### src/rtl/ilwf_defines.svh
`ifndef ILWF_DEFINES_SVH
`define ILWF_DEFINES_SVH

// ****************************************************
// register map
// ****************************************************
`define ILWF_OFS_CTRL 8'h00
`define ILWF_OFS_STATUS 8'h04
`define ILWF_OFS_IRQ_STAT 8'h08
`define ILWF_OFS_IRQ_MASK 8'h0C
`define ILWF_OFS_GOOD_CNT 8'h10
`define ILWF_CTRL_RST 3'h3
`define ILWF_CTRL_TX_EN 0
`define ILWF_CTRL_INV_EN 1
`define ILWF_CTRL_XOFF 2
`define ILWF_EV_CRC 0
`define ILWF_EV_PKT 1
`define ILWF_EV_FRM 2
`define ILWF_EV_GOOD 3

// ****************************************************
// word layout
// ****************************************************
`define ILWF_B_INV 66
`define ILWF_B_CTL 63
`define ILWF_B_TYPE 62
`define ILWF_B_SOP 61
`define ILWF_B_EOP 60
`define ILWF_B_RCAL 56
`define ILWF_B_XOFF 55
`define ILWF_FRM_CTL 2'h2
`define ILWF_FRM_DAT 2'h1
`define ILWF_EOP_NONE 4'h0
`define ILWF_EOP_ERR 4'h1
`define ILWF_CRC_POLY 24'h328B63
`define ILWF_CRC_INIT 24'hFFFFFF
`endif

### src/rtl/ilwf_pkg.sv
package ilwf_pkg;
  typedef enum logic [1:0] {
    ILWF_TX_IDLE = 2'b00,
    ILWF_TX_DATA = 2'b01
  } ilwf_tx_st_t;

  typedef struct packed {
    logic valid;
    logic last;
    logic [2:0] nbytes;
    logic [63:0] data;
  } ilwf_tx_beat_t;

  typedef struct packed {
    logic valid;
    logic done;
    logic good;
    logic [2:0] nbytes;
    logic [63:0] data;
  } ilwf_rx_beat_t;

  typedef struct packed {
    logic clk_prev;
    logic [23:0] rx_acc;
    logic rx_in_burst;
    logic rx_sop;
    logic rx_xoff;
    logic rx_rcal;
    ilwf_rx_beat_t rx_out;
    ilwf_tx_st_t tx_st;
    logic [23:0] tx_acc;
    logic [3:0] tx_pend_eop;
    logic [66:0] tx_word;
    logic tx_valid;
    logic signed [8:0] disp;
    logic [2:0] ctrl;
    logic [3:0] stat;
    logic [3:0] mask;
    logic [3:0] rd_cap;
    logic [15:0] good_cnt;
    logic [31:0] prdata;
    logic slverr;
  } ilwf_state_t;
endpackage

### src/rtl/ilwf_crc24.sv
`timescale 1ns/1ps
`include "ilwf_defines.svh"
module ilwf_crc24 #(
  parameter logic [23:0] POLY = `ILWF_CRC_POLY
) (
  input wire logic [23:0] crc_in,
  input wire logic [63:0] data,
  output logic [23:0] crc_out
);
  // msb first, one bit per step
  always_comb begin
    crc_out = crc_in;
    for (int i = 63; i >= 0; i--) begin
      if (crc_out[23] ^ data[i]) begin
        crc_out = {crc_out[22:0], 1'b0} ^ POLY;
      end else begin
        crc_out = {crc_out[22:0], 1'b0};
      end
    end
  end
endmodule

### src/rtl/ilwf_sync.sv
`timescale 1ns/1ps
module ilwf_sync #(
  parameter int WIDTH = 1
) (
  input wire logic pclk,
  input wire logic presetn,
  input wire logic [WIDTH-1:0] d,
  output logic [WIDTH-1:0] q
);
  typedef struct packed {
    logic [WIDTH-1:0] meta;
    logic [WIDTH-1:0] out;
  } ilwf_sync_st_t;

  ilwf_sync_st_t st_q, st_d;

  always_comb begin
    st_d.meta = d;
    st_d.out = st_q.meta;
  end

  always_ff @(posedge pclk or negedge presetn) begin
    if (!presetn) begin
      st_q <= '0;
    end else begin
      st_q <= st_d;
    end
  end

  assign q = st_q.out;
endmodule

### src/rtl/ilwf_top.sv
`timescale 1ns/1ps
`include "ilwf_defines.svh"
module ilwf_top (
  input wire logic pclk,
  input wire logic presetn,
  input wire logic psel,
  input wire logic penable,
  input wire logic pwrite,
  input wire logic [7:0] paddr,
  input wire logic [31:0] pwdata,
  output logic [31:0] prdata,
  output logic pready,
  output logic pslverr,
  output logic irq,
  input wire logic link_clk,
  input wire logic [66:0] rx_word,
  input wire logic rx_valid,
  output logic [66:0] tx_word,
  output logic tx_valid,
  input wire ilwf_pkg::ilwf_tx_beat_t tx_beat,
  output logic tx_ready,
  output ilwf_pkg::ilwf_rx_beat_t rx_beat,
  output logic rx_xoff
);
  ilwf_pkg::ilwf_state_t q, d;
  logic lclk_s;
  logic rxv_s;
  logic [66:0] rxw_s;
  logic tick;
  logic rx_take;
  logic rx_cw;
  logic crc_ok;
  logic close;
  logic [63:0] rx_pay;
  logic [63:0] rx_crc_data;
  logic [23:0] rx_crc;
  logic tx_send;
  logic tx_is_cw;
  logic cw_type;
  logic [3:0] cw_eop;
  logic [63:0] cw_raw;
  logic [63:0] tx_crc_data;
  logic [63:0] tx_pay;
  logic [63:0] tx_plain;
  logic [23:0] tx_crc;
  logic [6:0] ones;
  logic signed [8:0] bal;
  logic inv;
  logic setup;
  logic access;
  logic addr_ok;
  logic [31:0] rd_val;
  logic [3:0] ev;

  // ****************************************************
  // helpers
  // ****************************************************
  function automatic logic [6:0] count_ones(input logic [63:0] w);
    logic [6:0] n;
    n = 7'h00;
    for (int i = 0; i < 64; i++) begin
      n = n + 7'(w[i]);
    end
    return n;
  endfunction

  // keeps the upper n byte lanes, all eight for n of zero
  function automatic logic [63:0] lane_mask(input logic [2:0] n);
    logic [63:0] m;
    m = 64'hFFFF_FFFF_FFFF_FFFF;
    if (n != 3'h0) begin
      m = ~(m >> {n, 3'b000});
    end
    return m;
  endfunction

  // ****************************************************
  // link sampling
  // ****************************************************
  ilwf_sync #(
    .WIDTH(69)
  ) u_sync (
    .pclk(pclk),
    .presetn(presetn),
    .d({link_clk, rx_valid, rx_word}),
    .q({lclk_s, rxv_s, rxw_s})
  );

  assign tick = lclk_s & ~q.clk_prev;

  // ****************************************************
  // receive decode
  // ****************************************************
  assign rx_take = tick & rxv_s;
  assign rx_pay = rxw_s[`ILWF_B_INV] ? ~rxw_s[63:0] : rxw_s[63:0];
  assign rx_cw = (rxw_s[65:64] == `ILWF_FRM_CTL) & rx_pay[`ILWF_B_CTL];
  assign rx_crc_data = rx_cw ? {rx_pay[63:24], 24'h000000} : rx_pay;
  assign crc_ok = (~rx_crc == rx_pay[23:0]);
  assign close = rx_take & rx_cw & q.rx_in_burst;

  ilwf_crc24 u_rx_crc (
    .crc_in(q.rx_acc),
    .data(rx_crc_data),
    .crc_out(rx_crc)
  );

  // ****************************************************
  // transmit encode
  // ****************************************************
  assign tx_send = tick & ((q.tx_st == ilwf_pkg::ILWF_TX_DATA) |
                           q.ctrl[`ILWF_CTRL_TX_EN]);
  assign tx_is_cw = (q.tx_st == ilwf_pkg::ILWF_TX_IDLE) | ~tx_beat.valid;
  assign tx_ready = tick & (q.tx_st == ilwf_pkg::ILWF_TX_DATA);
  assign cw_type = (q.tx_st == ilwf_pkg::ILWF_TX_IDLE) & tx_beat.valid;
  // a burst that runs dry is closed as an errored end
  assign cw_eop = (q.tx_st == ilwf_pkg::ILWF_TX_DATA) ?
                  `ILWF_EOP_ERR : q.tx_pend_eop;
  assign cw_raw = {1'b1, cw_type, cw_type, cw_eop, 1'b1,
                   q.ctrl[`ILWF_CTRL_XOFF], 31'h00000000,
                   24'h000000};
  assign tx_crc_data = tx_is_cw ? cw_raw :
                       tx_beat.last ?
                       (tx_beat.data & lane_mask(tx_beat.nbytes)) :
                       tx_beat.data;
  assign tx_pay = tx_is_cw ? {cw_raw[63:24], ~tx_crc} : tx_crc_data;

  ilwf_crc24 u_tx_crc (
    .crc_in(q.tx_acc),
    .data(tx_crc_data),
    .crc_out(tx_crc)
  );

  // invert when the word would push disparity further the same way
  assign ones = count_ones(tx_pay);
  assign bal = $signed({1'b0, ones, 1'b0}) - 9'sh040;
  assign inv = q.ctrl[`ILWF_CTRL_INV_EN] & (q.disp != 9'sh000) &
               (bal != 9'sh000) & (q.disp[8] == bal[8]);
  assign tx_plain = tx_word[`ILWF_B_INV] ? ~tx_word[63:0] : tx_word[63:0];

  // ****************************************************
  // apb decode
  // ****************************************************
  assign setup = psel & ~penable;
  assign access = psel & penable;

  // ****************************************************
  // next state
  // ****************************************************
  always_comb begin
    d = q;
    ev = 4'h0;
    addr_ok = 1'b1;
    rd_val = 32'h00000000;
    d.clk_prev = lclk_s;
    d.rx_out.valid = 1'b0;
    d.rx_out.done = 1'b0;
    if (rx_take) begin
      if (rxw_s[65:64] == `ILWF_FRM_DAT) begin
        if (q.rx_in_burst) begin
          d.rx_acc = rx_crc;
          d.rx_out.valid = 1'b1;
          d.rx_out.data = rx_pay;
        end else begin
          ev[`ILWF_EV_PKT] = 1'b1;
        end
      end else if (rxw_s[65:64] != `ILWF_FRM_CTL) begin
        ev[`ILWF_EV_FRM] = 1'b1;
      end else if (rx_pay[`ILWF_B_CTL]) begin
        ev[`ILWF_EV_CRC] = ~crc_ok;
        d.rx_xoff = rx_pay[`ILWF_B_XOFF];
        d.rx_rcal = rx_pay[`ILWF_B_RCAL];
        d.rx_acc = `ILWF_CRC_INIT;
        d.rx_in_burst = rx_pay[`ILWF_B_TYPE];
        d.rx_sop = rx_pay[`ILWF_B_TYPE] & rx_pay[`ILWF_B_SOP];
        if (q.rx_in_burst) begin
          // end code closes the previous burst
          d.rx_out.done = 1'b1;
          d.rx_out.good = crc_ok & q.rx_sop & rx_pay[`ILWF_B_EOP];
          d.rx_out.nbytes = rx_pay[59:57];
          ev[`ILWF_EV_PKT] = ~(q.rx_sop & rx_pay[`ILWF_B_EOP]);
          ev[`ILWF_EV_GOOD] = crc_ok & q.rx_sop & rx_pay[`ILWF_B_EOP];
        end
      end
    end
    if (tx_send) begin
      d.tx_word = {inv, tx_is_cw ? `ILWF_FRM_CTL : `ILWF_FRM_DAT,
                   inv ? ~tx_pay : tx_pay};
      d.disp = inv ? q.disp - bal : q.disp + bal;
      if (tx_is_cw) begin
        d.tx_acc = `ILWF_CRC_INIT;
        d.tx_pend_eop = `ILWF_EOP_NONE;
        d.tx_st = cw_type ? ilwf_pkg::ILWF_TX_DATA : ilwf_pkg::ILWF_TX_IDLE;
      end else begin
        d.tx_acc = tx_crc;
        if (tx_beat.last) begin
          d.tx_pend_eop = {1'b1, tx_beat.nbytes};
          d.tx_st = ilwf_pkg::ILWF_TX_IDLE;
        end
      end
    end
    if (tick) begin
      d.tx_valid = tx_send;
    end
    case (paddr)
      `ILWF_OFS_CTRL: rd_val = {29'h00000000, q.ctrl};
      `ILWF_OFS_STATUS: rd_val = {28'h0000000, q.rx_rcal, q.rx_in_burst,
                                  q.tx_st == ilwf_pkg::ILWF_TX_DATA,
                                  q.rx_xoff};
      `ILWF_OFS_IRQ_STAT: rd_val = {28'h0000000, q.stat};
      `ILWF_OFS_IRQ_MASK: rd_val = {28'h0000000, q.mask};
      `ILWF_OFS_GOOD_CNT: rd_val = {16'h0000, q.good_cnt};
      default: addr_ok = 1'b0;
    endcase
    if (setup) begin
      d.prdata = pwrite ? 32'h00000000 : rd_val;
      d.slverr = ~addr_ok;
      d.rd_cap = (!pwrite && paddr == `ILWF_OFS_IRQ_STAT) ? q.stat : 4'h0;
    end
    if (access & pwrite & addr_ok) begin
      if (paddr == `ILWF_OFS_CTRL) begin
        d.ctrl = pwdata[2:0];
      end
      if (paddr == `ILWF_OFS_IRQ_MASK) begin
        d.mask = pwdata[3:0];
      end
    end
    // only bits seen by the read are cleared; new events win
    if (access & ~pwrite) begin
      d.stat = (q.stat & ~q.rd_cap) | ev;
    end else begin
      d.stat = q.stat | ev;
    end
    if (ev[`ILWF_EV_GOOD]) begin
      d.good_cnt = q.good_cnt + 16'h0001;
    end
  end

  always_ff @(posedge pclk or negedge presetn) begin
    if (!presetn) begin
      q <= '0;
      q.ctrl <= `ILWF_CTRL_RST;
      q.rx_acc <= `ILWF_CRC_INIT;
      q.tx_acc <= `ILWF_CRC_INIT;
    end else begin
      q <= d;
    end
  end

  // ****************************************************
  // outputs
  // ****************************************************
  assign prdata = q.prdata;
  assign pready = access;
  assign pslverr = access & q.slverr;
  assign irq = |(q.stat & q.mask);
  assign tx_word = q.tx_word;
  assign tx_valid = q.tx_valid;
  assign rx_beat = q.rx_out;
  assign rx_xoff = q.rx_xoff;
endmodule
### config.mk
export PLATFORM = sky130hd
export DESIGN_NAME = ilwf_top
export DESIGN_NICKNAME = d
export VERILOG_FILES = /design/src/rtl/ilwf_pkg.sv /design/src/rtl/ilwf_crc24.sv /design/src/rtl/ilwf_sync.sv /design/src/rtl/ilwf_top.sv
export VERILOG_INCLUDE_DIRS = /design/src /design/src/rtl
export SDC_FILE = /design/constraint.sdc
export NUM_CORES = 1
export LEC_CHECK = 0
export BUFFER_PORTS_ARGS = -buffer_cell sky130_fd_sc_hd__clkbuf_2
export CAP_MARGIN = 20
export CELL_PAD_IN_SITES_DETAIL_PLACEMENT = 1
export CELL_PAD_IN_SITES_GLOBAL_PLACEMENT = 1
export CORE_MARGIN = 1.5
export CORE_UTILIZATION = 49
export DETAILED_ROUTE_END_ITERATION = 8
export HOLD_SLACK_MARGIN = 0.1
export PLACE_DENSITY_LB_ADDON = 0.1
export SLEW_MARGIN = 20
export SYNTH_ARGS = -nofsm -noshare
export SYNTH_HDL_FRONTEND = slang
export SYNTH_SLANG_ARGS = --single-unit
export TNS_END_PERCENT = 30
### constraint.sdc
create_clock -name pclk -period 21.1 [get_ports pclk]
set_input_delay 4.22 -clock pclk [delete_from_list [all_inputs] [get_ports pclk]]
set_output_delay 4.22 -clock pclk [all_outputs]
set_load 0.03 [all_outputs]
==> results.md <==
- Crit path arrival time: 21030 ps
- Clk_lat worst skew: 630 ps
- DRC viols: 0
- Area fraction of the dominant cell type after synthesis: 0.250
- Fin Setup TNS: 0 ps
- Area grow syn2layout: 11.0%
- Final Cycle Share: 0.970
- Crit path depth: 55
- Fill cell count: 7139
- Number of synthesized flops with an enable pin: 0
- Avg WL per Cell: 25.1 µm
- Count leader, synth: xnor2_1
- Number of diodes: 0
- CP Max Fanout: 18
- RSZ-0062 raised after global routing: no
- Synth Cell Area: 34000 µm²
- Avg Cell Area, Syn: 11.9 µm²
- Starting DRT DRC Count: 1105
- Max cap viols: 0
- Final WS setup: 625 ps
- Hold Path Class: reg2reg
- Hold path depth: 0
- Slowest stage delay, CP: 670 ps
- CP max-delay cell: a21boi_0
- Synth Instances: 2861
- Final WL: 102 mm
- Avg Vias per Cell: 5.24
- Synthesized flop and latch total: 390
- Status: complete, no violations
- First-pass GRT wire length: 153 mm
- Non-filler cells, final: 4060
- Share of layout cells above drive strength 1: 0.225
- Largest cells by area after synthesis: dfrtp_1 (25%), xnor3_1 (18%), xnor2_1 (15%)
- Most used cell along the critical path: fa_1
- Clk slew on worst S/H paths: 60 ps
- Setup slack, reg-to-reg: 4070 ps
- Crit path time final: 20470 ps
- Die Y: 266 µm
- RR Endpoint: q[72]
- Pins Over Slew Limit: 0
- FF-to-FF path depth: 53
- Gr usage total: 0.292
- Vias in the first global route: 23427
- Final clock skew: 50.0 ps
- Clk sinks: 390
- Sequential share of the synthesized area: 0.289
- Yosys warns: 0
- Io pins: 358
- # port buffers: 313
- Initial antenna violation count: 3
- Synth Flop Type: dfrtp_1
- Crit Path Class: in2reg
- Via count: 21262
- Synth cell count leaders: xnor2_1 (567), dfrtp_1 (340), xnor3_1 (278)
- CTS Hold Bufs: 0
- Critical path's top delay family: XOR/XNOR gates
- Die area: 71000 µm²
- Gr ovfl total: 0
- FMAX: 48.8 MHz
- Clk buf depth: 3
- Post-Place Cells: 3972
- Crit path capture: q[72]
- Pre-CTS setup slack: 16.1 ps
- CTS tree: built
- Final Setup Violations: 0
- Largest area contributor in the netlist: dfrtp_1
- Hpwl dp: 83.1 mm
- Initial core utilization: 0.496
- Number of core rows: 96
- Maximum number of pins on one net before global-route repair: 155
- Crit end category: register
- Core Box Area: 68600 µm²
- RR Startpoint: q[169]
- Synth async-reset ratio: 1.00
- Die width: 266 µm
- Final Wtd Congestion: 0.945
- Crit path required time: 21650 ps
- Least-Margin Pin Slew: 1080 ps
- Worst setup SP type: input port
- Hold Vio Cnt, Final: 0
- Slew Limit Headroom: 0.280
- Final nets: 3358
- TritonCTS Buffers: 47
- Buffers and inverters on the worst path: 6
- DRT antenna net count: 0
- Crit path launch: tx_beat[66]
- Pre-antenna DRT Iters: 5
- Yosys cell types: 70
- H-Tree Depth: 2
- Root Driver: clkbuf_16
-- worst register-to-register path: cells and delay by family (launching register included) --
family,cells,cell delay (ps)
XOR/XNOR,17,6590
multiplexers,1,260
buffers and inverters,5,970
AND/OR/NAND/NOR,5,650
AO/OA/AOI/OAI,13,2810
flip-flops,1,360
adder cells (fa/ha/maj),12,5310
-- metal layers --
metal  part of all wire  GRT usage
met3              0.030     0.0260
met4              0.029     0.0843
met5                  0          0
met2               0.54      0.545
met1               0.40      0.356
-- cell families (layout without fill, tap and decap cells) --
| group | count (synthesis) | after routing | synth area share |
|---|---|---|---|
| buffers and inverters | 356 | 609 | 0.0592 |
| other | 1 | 16 | 0.000110 |
| adder cells (fa/ha/maj) | 85 | 85 | 0.0434 |
| AND/OR/NAND/NOR | 417 | 417 | 0.0537 |
| AO/OA/AOI/OAI | 351 | 351 | 0.0613 |
| multiplexers | 31 | 31 | 0.00972 |
| XOR/XNOR | 1230 | 1230 | 0.484 |
| flip-flops | 390 | 390 | 0.289 |
-- sequential cells by signal, summed over array words and instances (netlist names), 16 cells and up --
name / cells
rx_beat: 70
q: 96
prdata: 16
u_sync.st_d: 69
tx_word: 67
u_sync.q: 69
-- worst min path at each step --
stage | startpoint | to | slack (ps)
after global routing | u_sync.st_d[68] | u_sync.q[68] | 310
final | u_sync.st_d[68] | u_sync.q[68] | 310
after floorplan | u_sync.st_d[0] | u_sync.q[0] | 330
after detailed placement | u_sync.st_d[21] | u_sync.q[21] | 340
after global placement | u_sync.st_d[15] | u_sync.q[15] | 330
after CTS | u_sync.st_d[68] | u_sync.q[68] | 300
-- layout make-up --
cell class                 instances  area, µm²  area share
sequential                       390       9830       0.261
timing repair buffer             430       2470      0.0654
inverter                          91        342     0.00906
clock inverter                    21        289     0.00766
clock buffer                      67       1350      0.0358
tap                              931       1160      0.0309
multi-input combinational       2130      22300       0.591
-- repair_timing --
| item | CTS | global route |
|---|---|---|
| resized for setup | 0 | 5 |
| setup endpoints to repair | 0 | 1 |
| setup buffers | 0 | 0 |
-- placed cells by master, fill, tap and decap left out, types with 8 or more instances in the layout --
cell,Yosys,final
dfstp_2,50,50
clkbuf_16,0,47
xnor2_4,10,10
nor3_1,8,8
a21o_1,35,35
nand3_1,19,18
xnor2_2,43,44
xor3_1,45,45
a211oi_1,8,8
xnor3_2,31,32
inv_1,88,88
ha_1,30,30
a22o_1,24,24
clkinv_2,0,11
clkbuf_2,0,312
mux2_2,15,15
xnor2_1,567,566
and2_1,11,11
clkbuf_1,70,10
nand2_1,264,264
o21ai_0,181,181
o21ai_1,10,9
buf_4,171,116
conb_1,1,16
xor2_2,13,15
dfrtp_1,340,339
nor2_1,56,55
xnor3_1,278,277
a21oi_1,56,55
xor2_1,238,236
mux2i_1,15,15
clkbuf_8,0,10
and3_1,14,14
fa_1,55,55
-- metrics by stage --
stage	utilization	hold WS, ps	instance area (µm²)
after floorplan	-	331	34000
after global placement	0.526	333	36000
after detailed placement	0.526	336	36000
after CTS	0.549	299	37700
after global routing	0.550	313	37700
final	0.550	312	37700
Power is not shown: default switching activity piles up to over one toggle a cycle in this logic, so the estimate is an artifact.
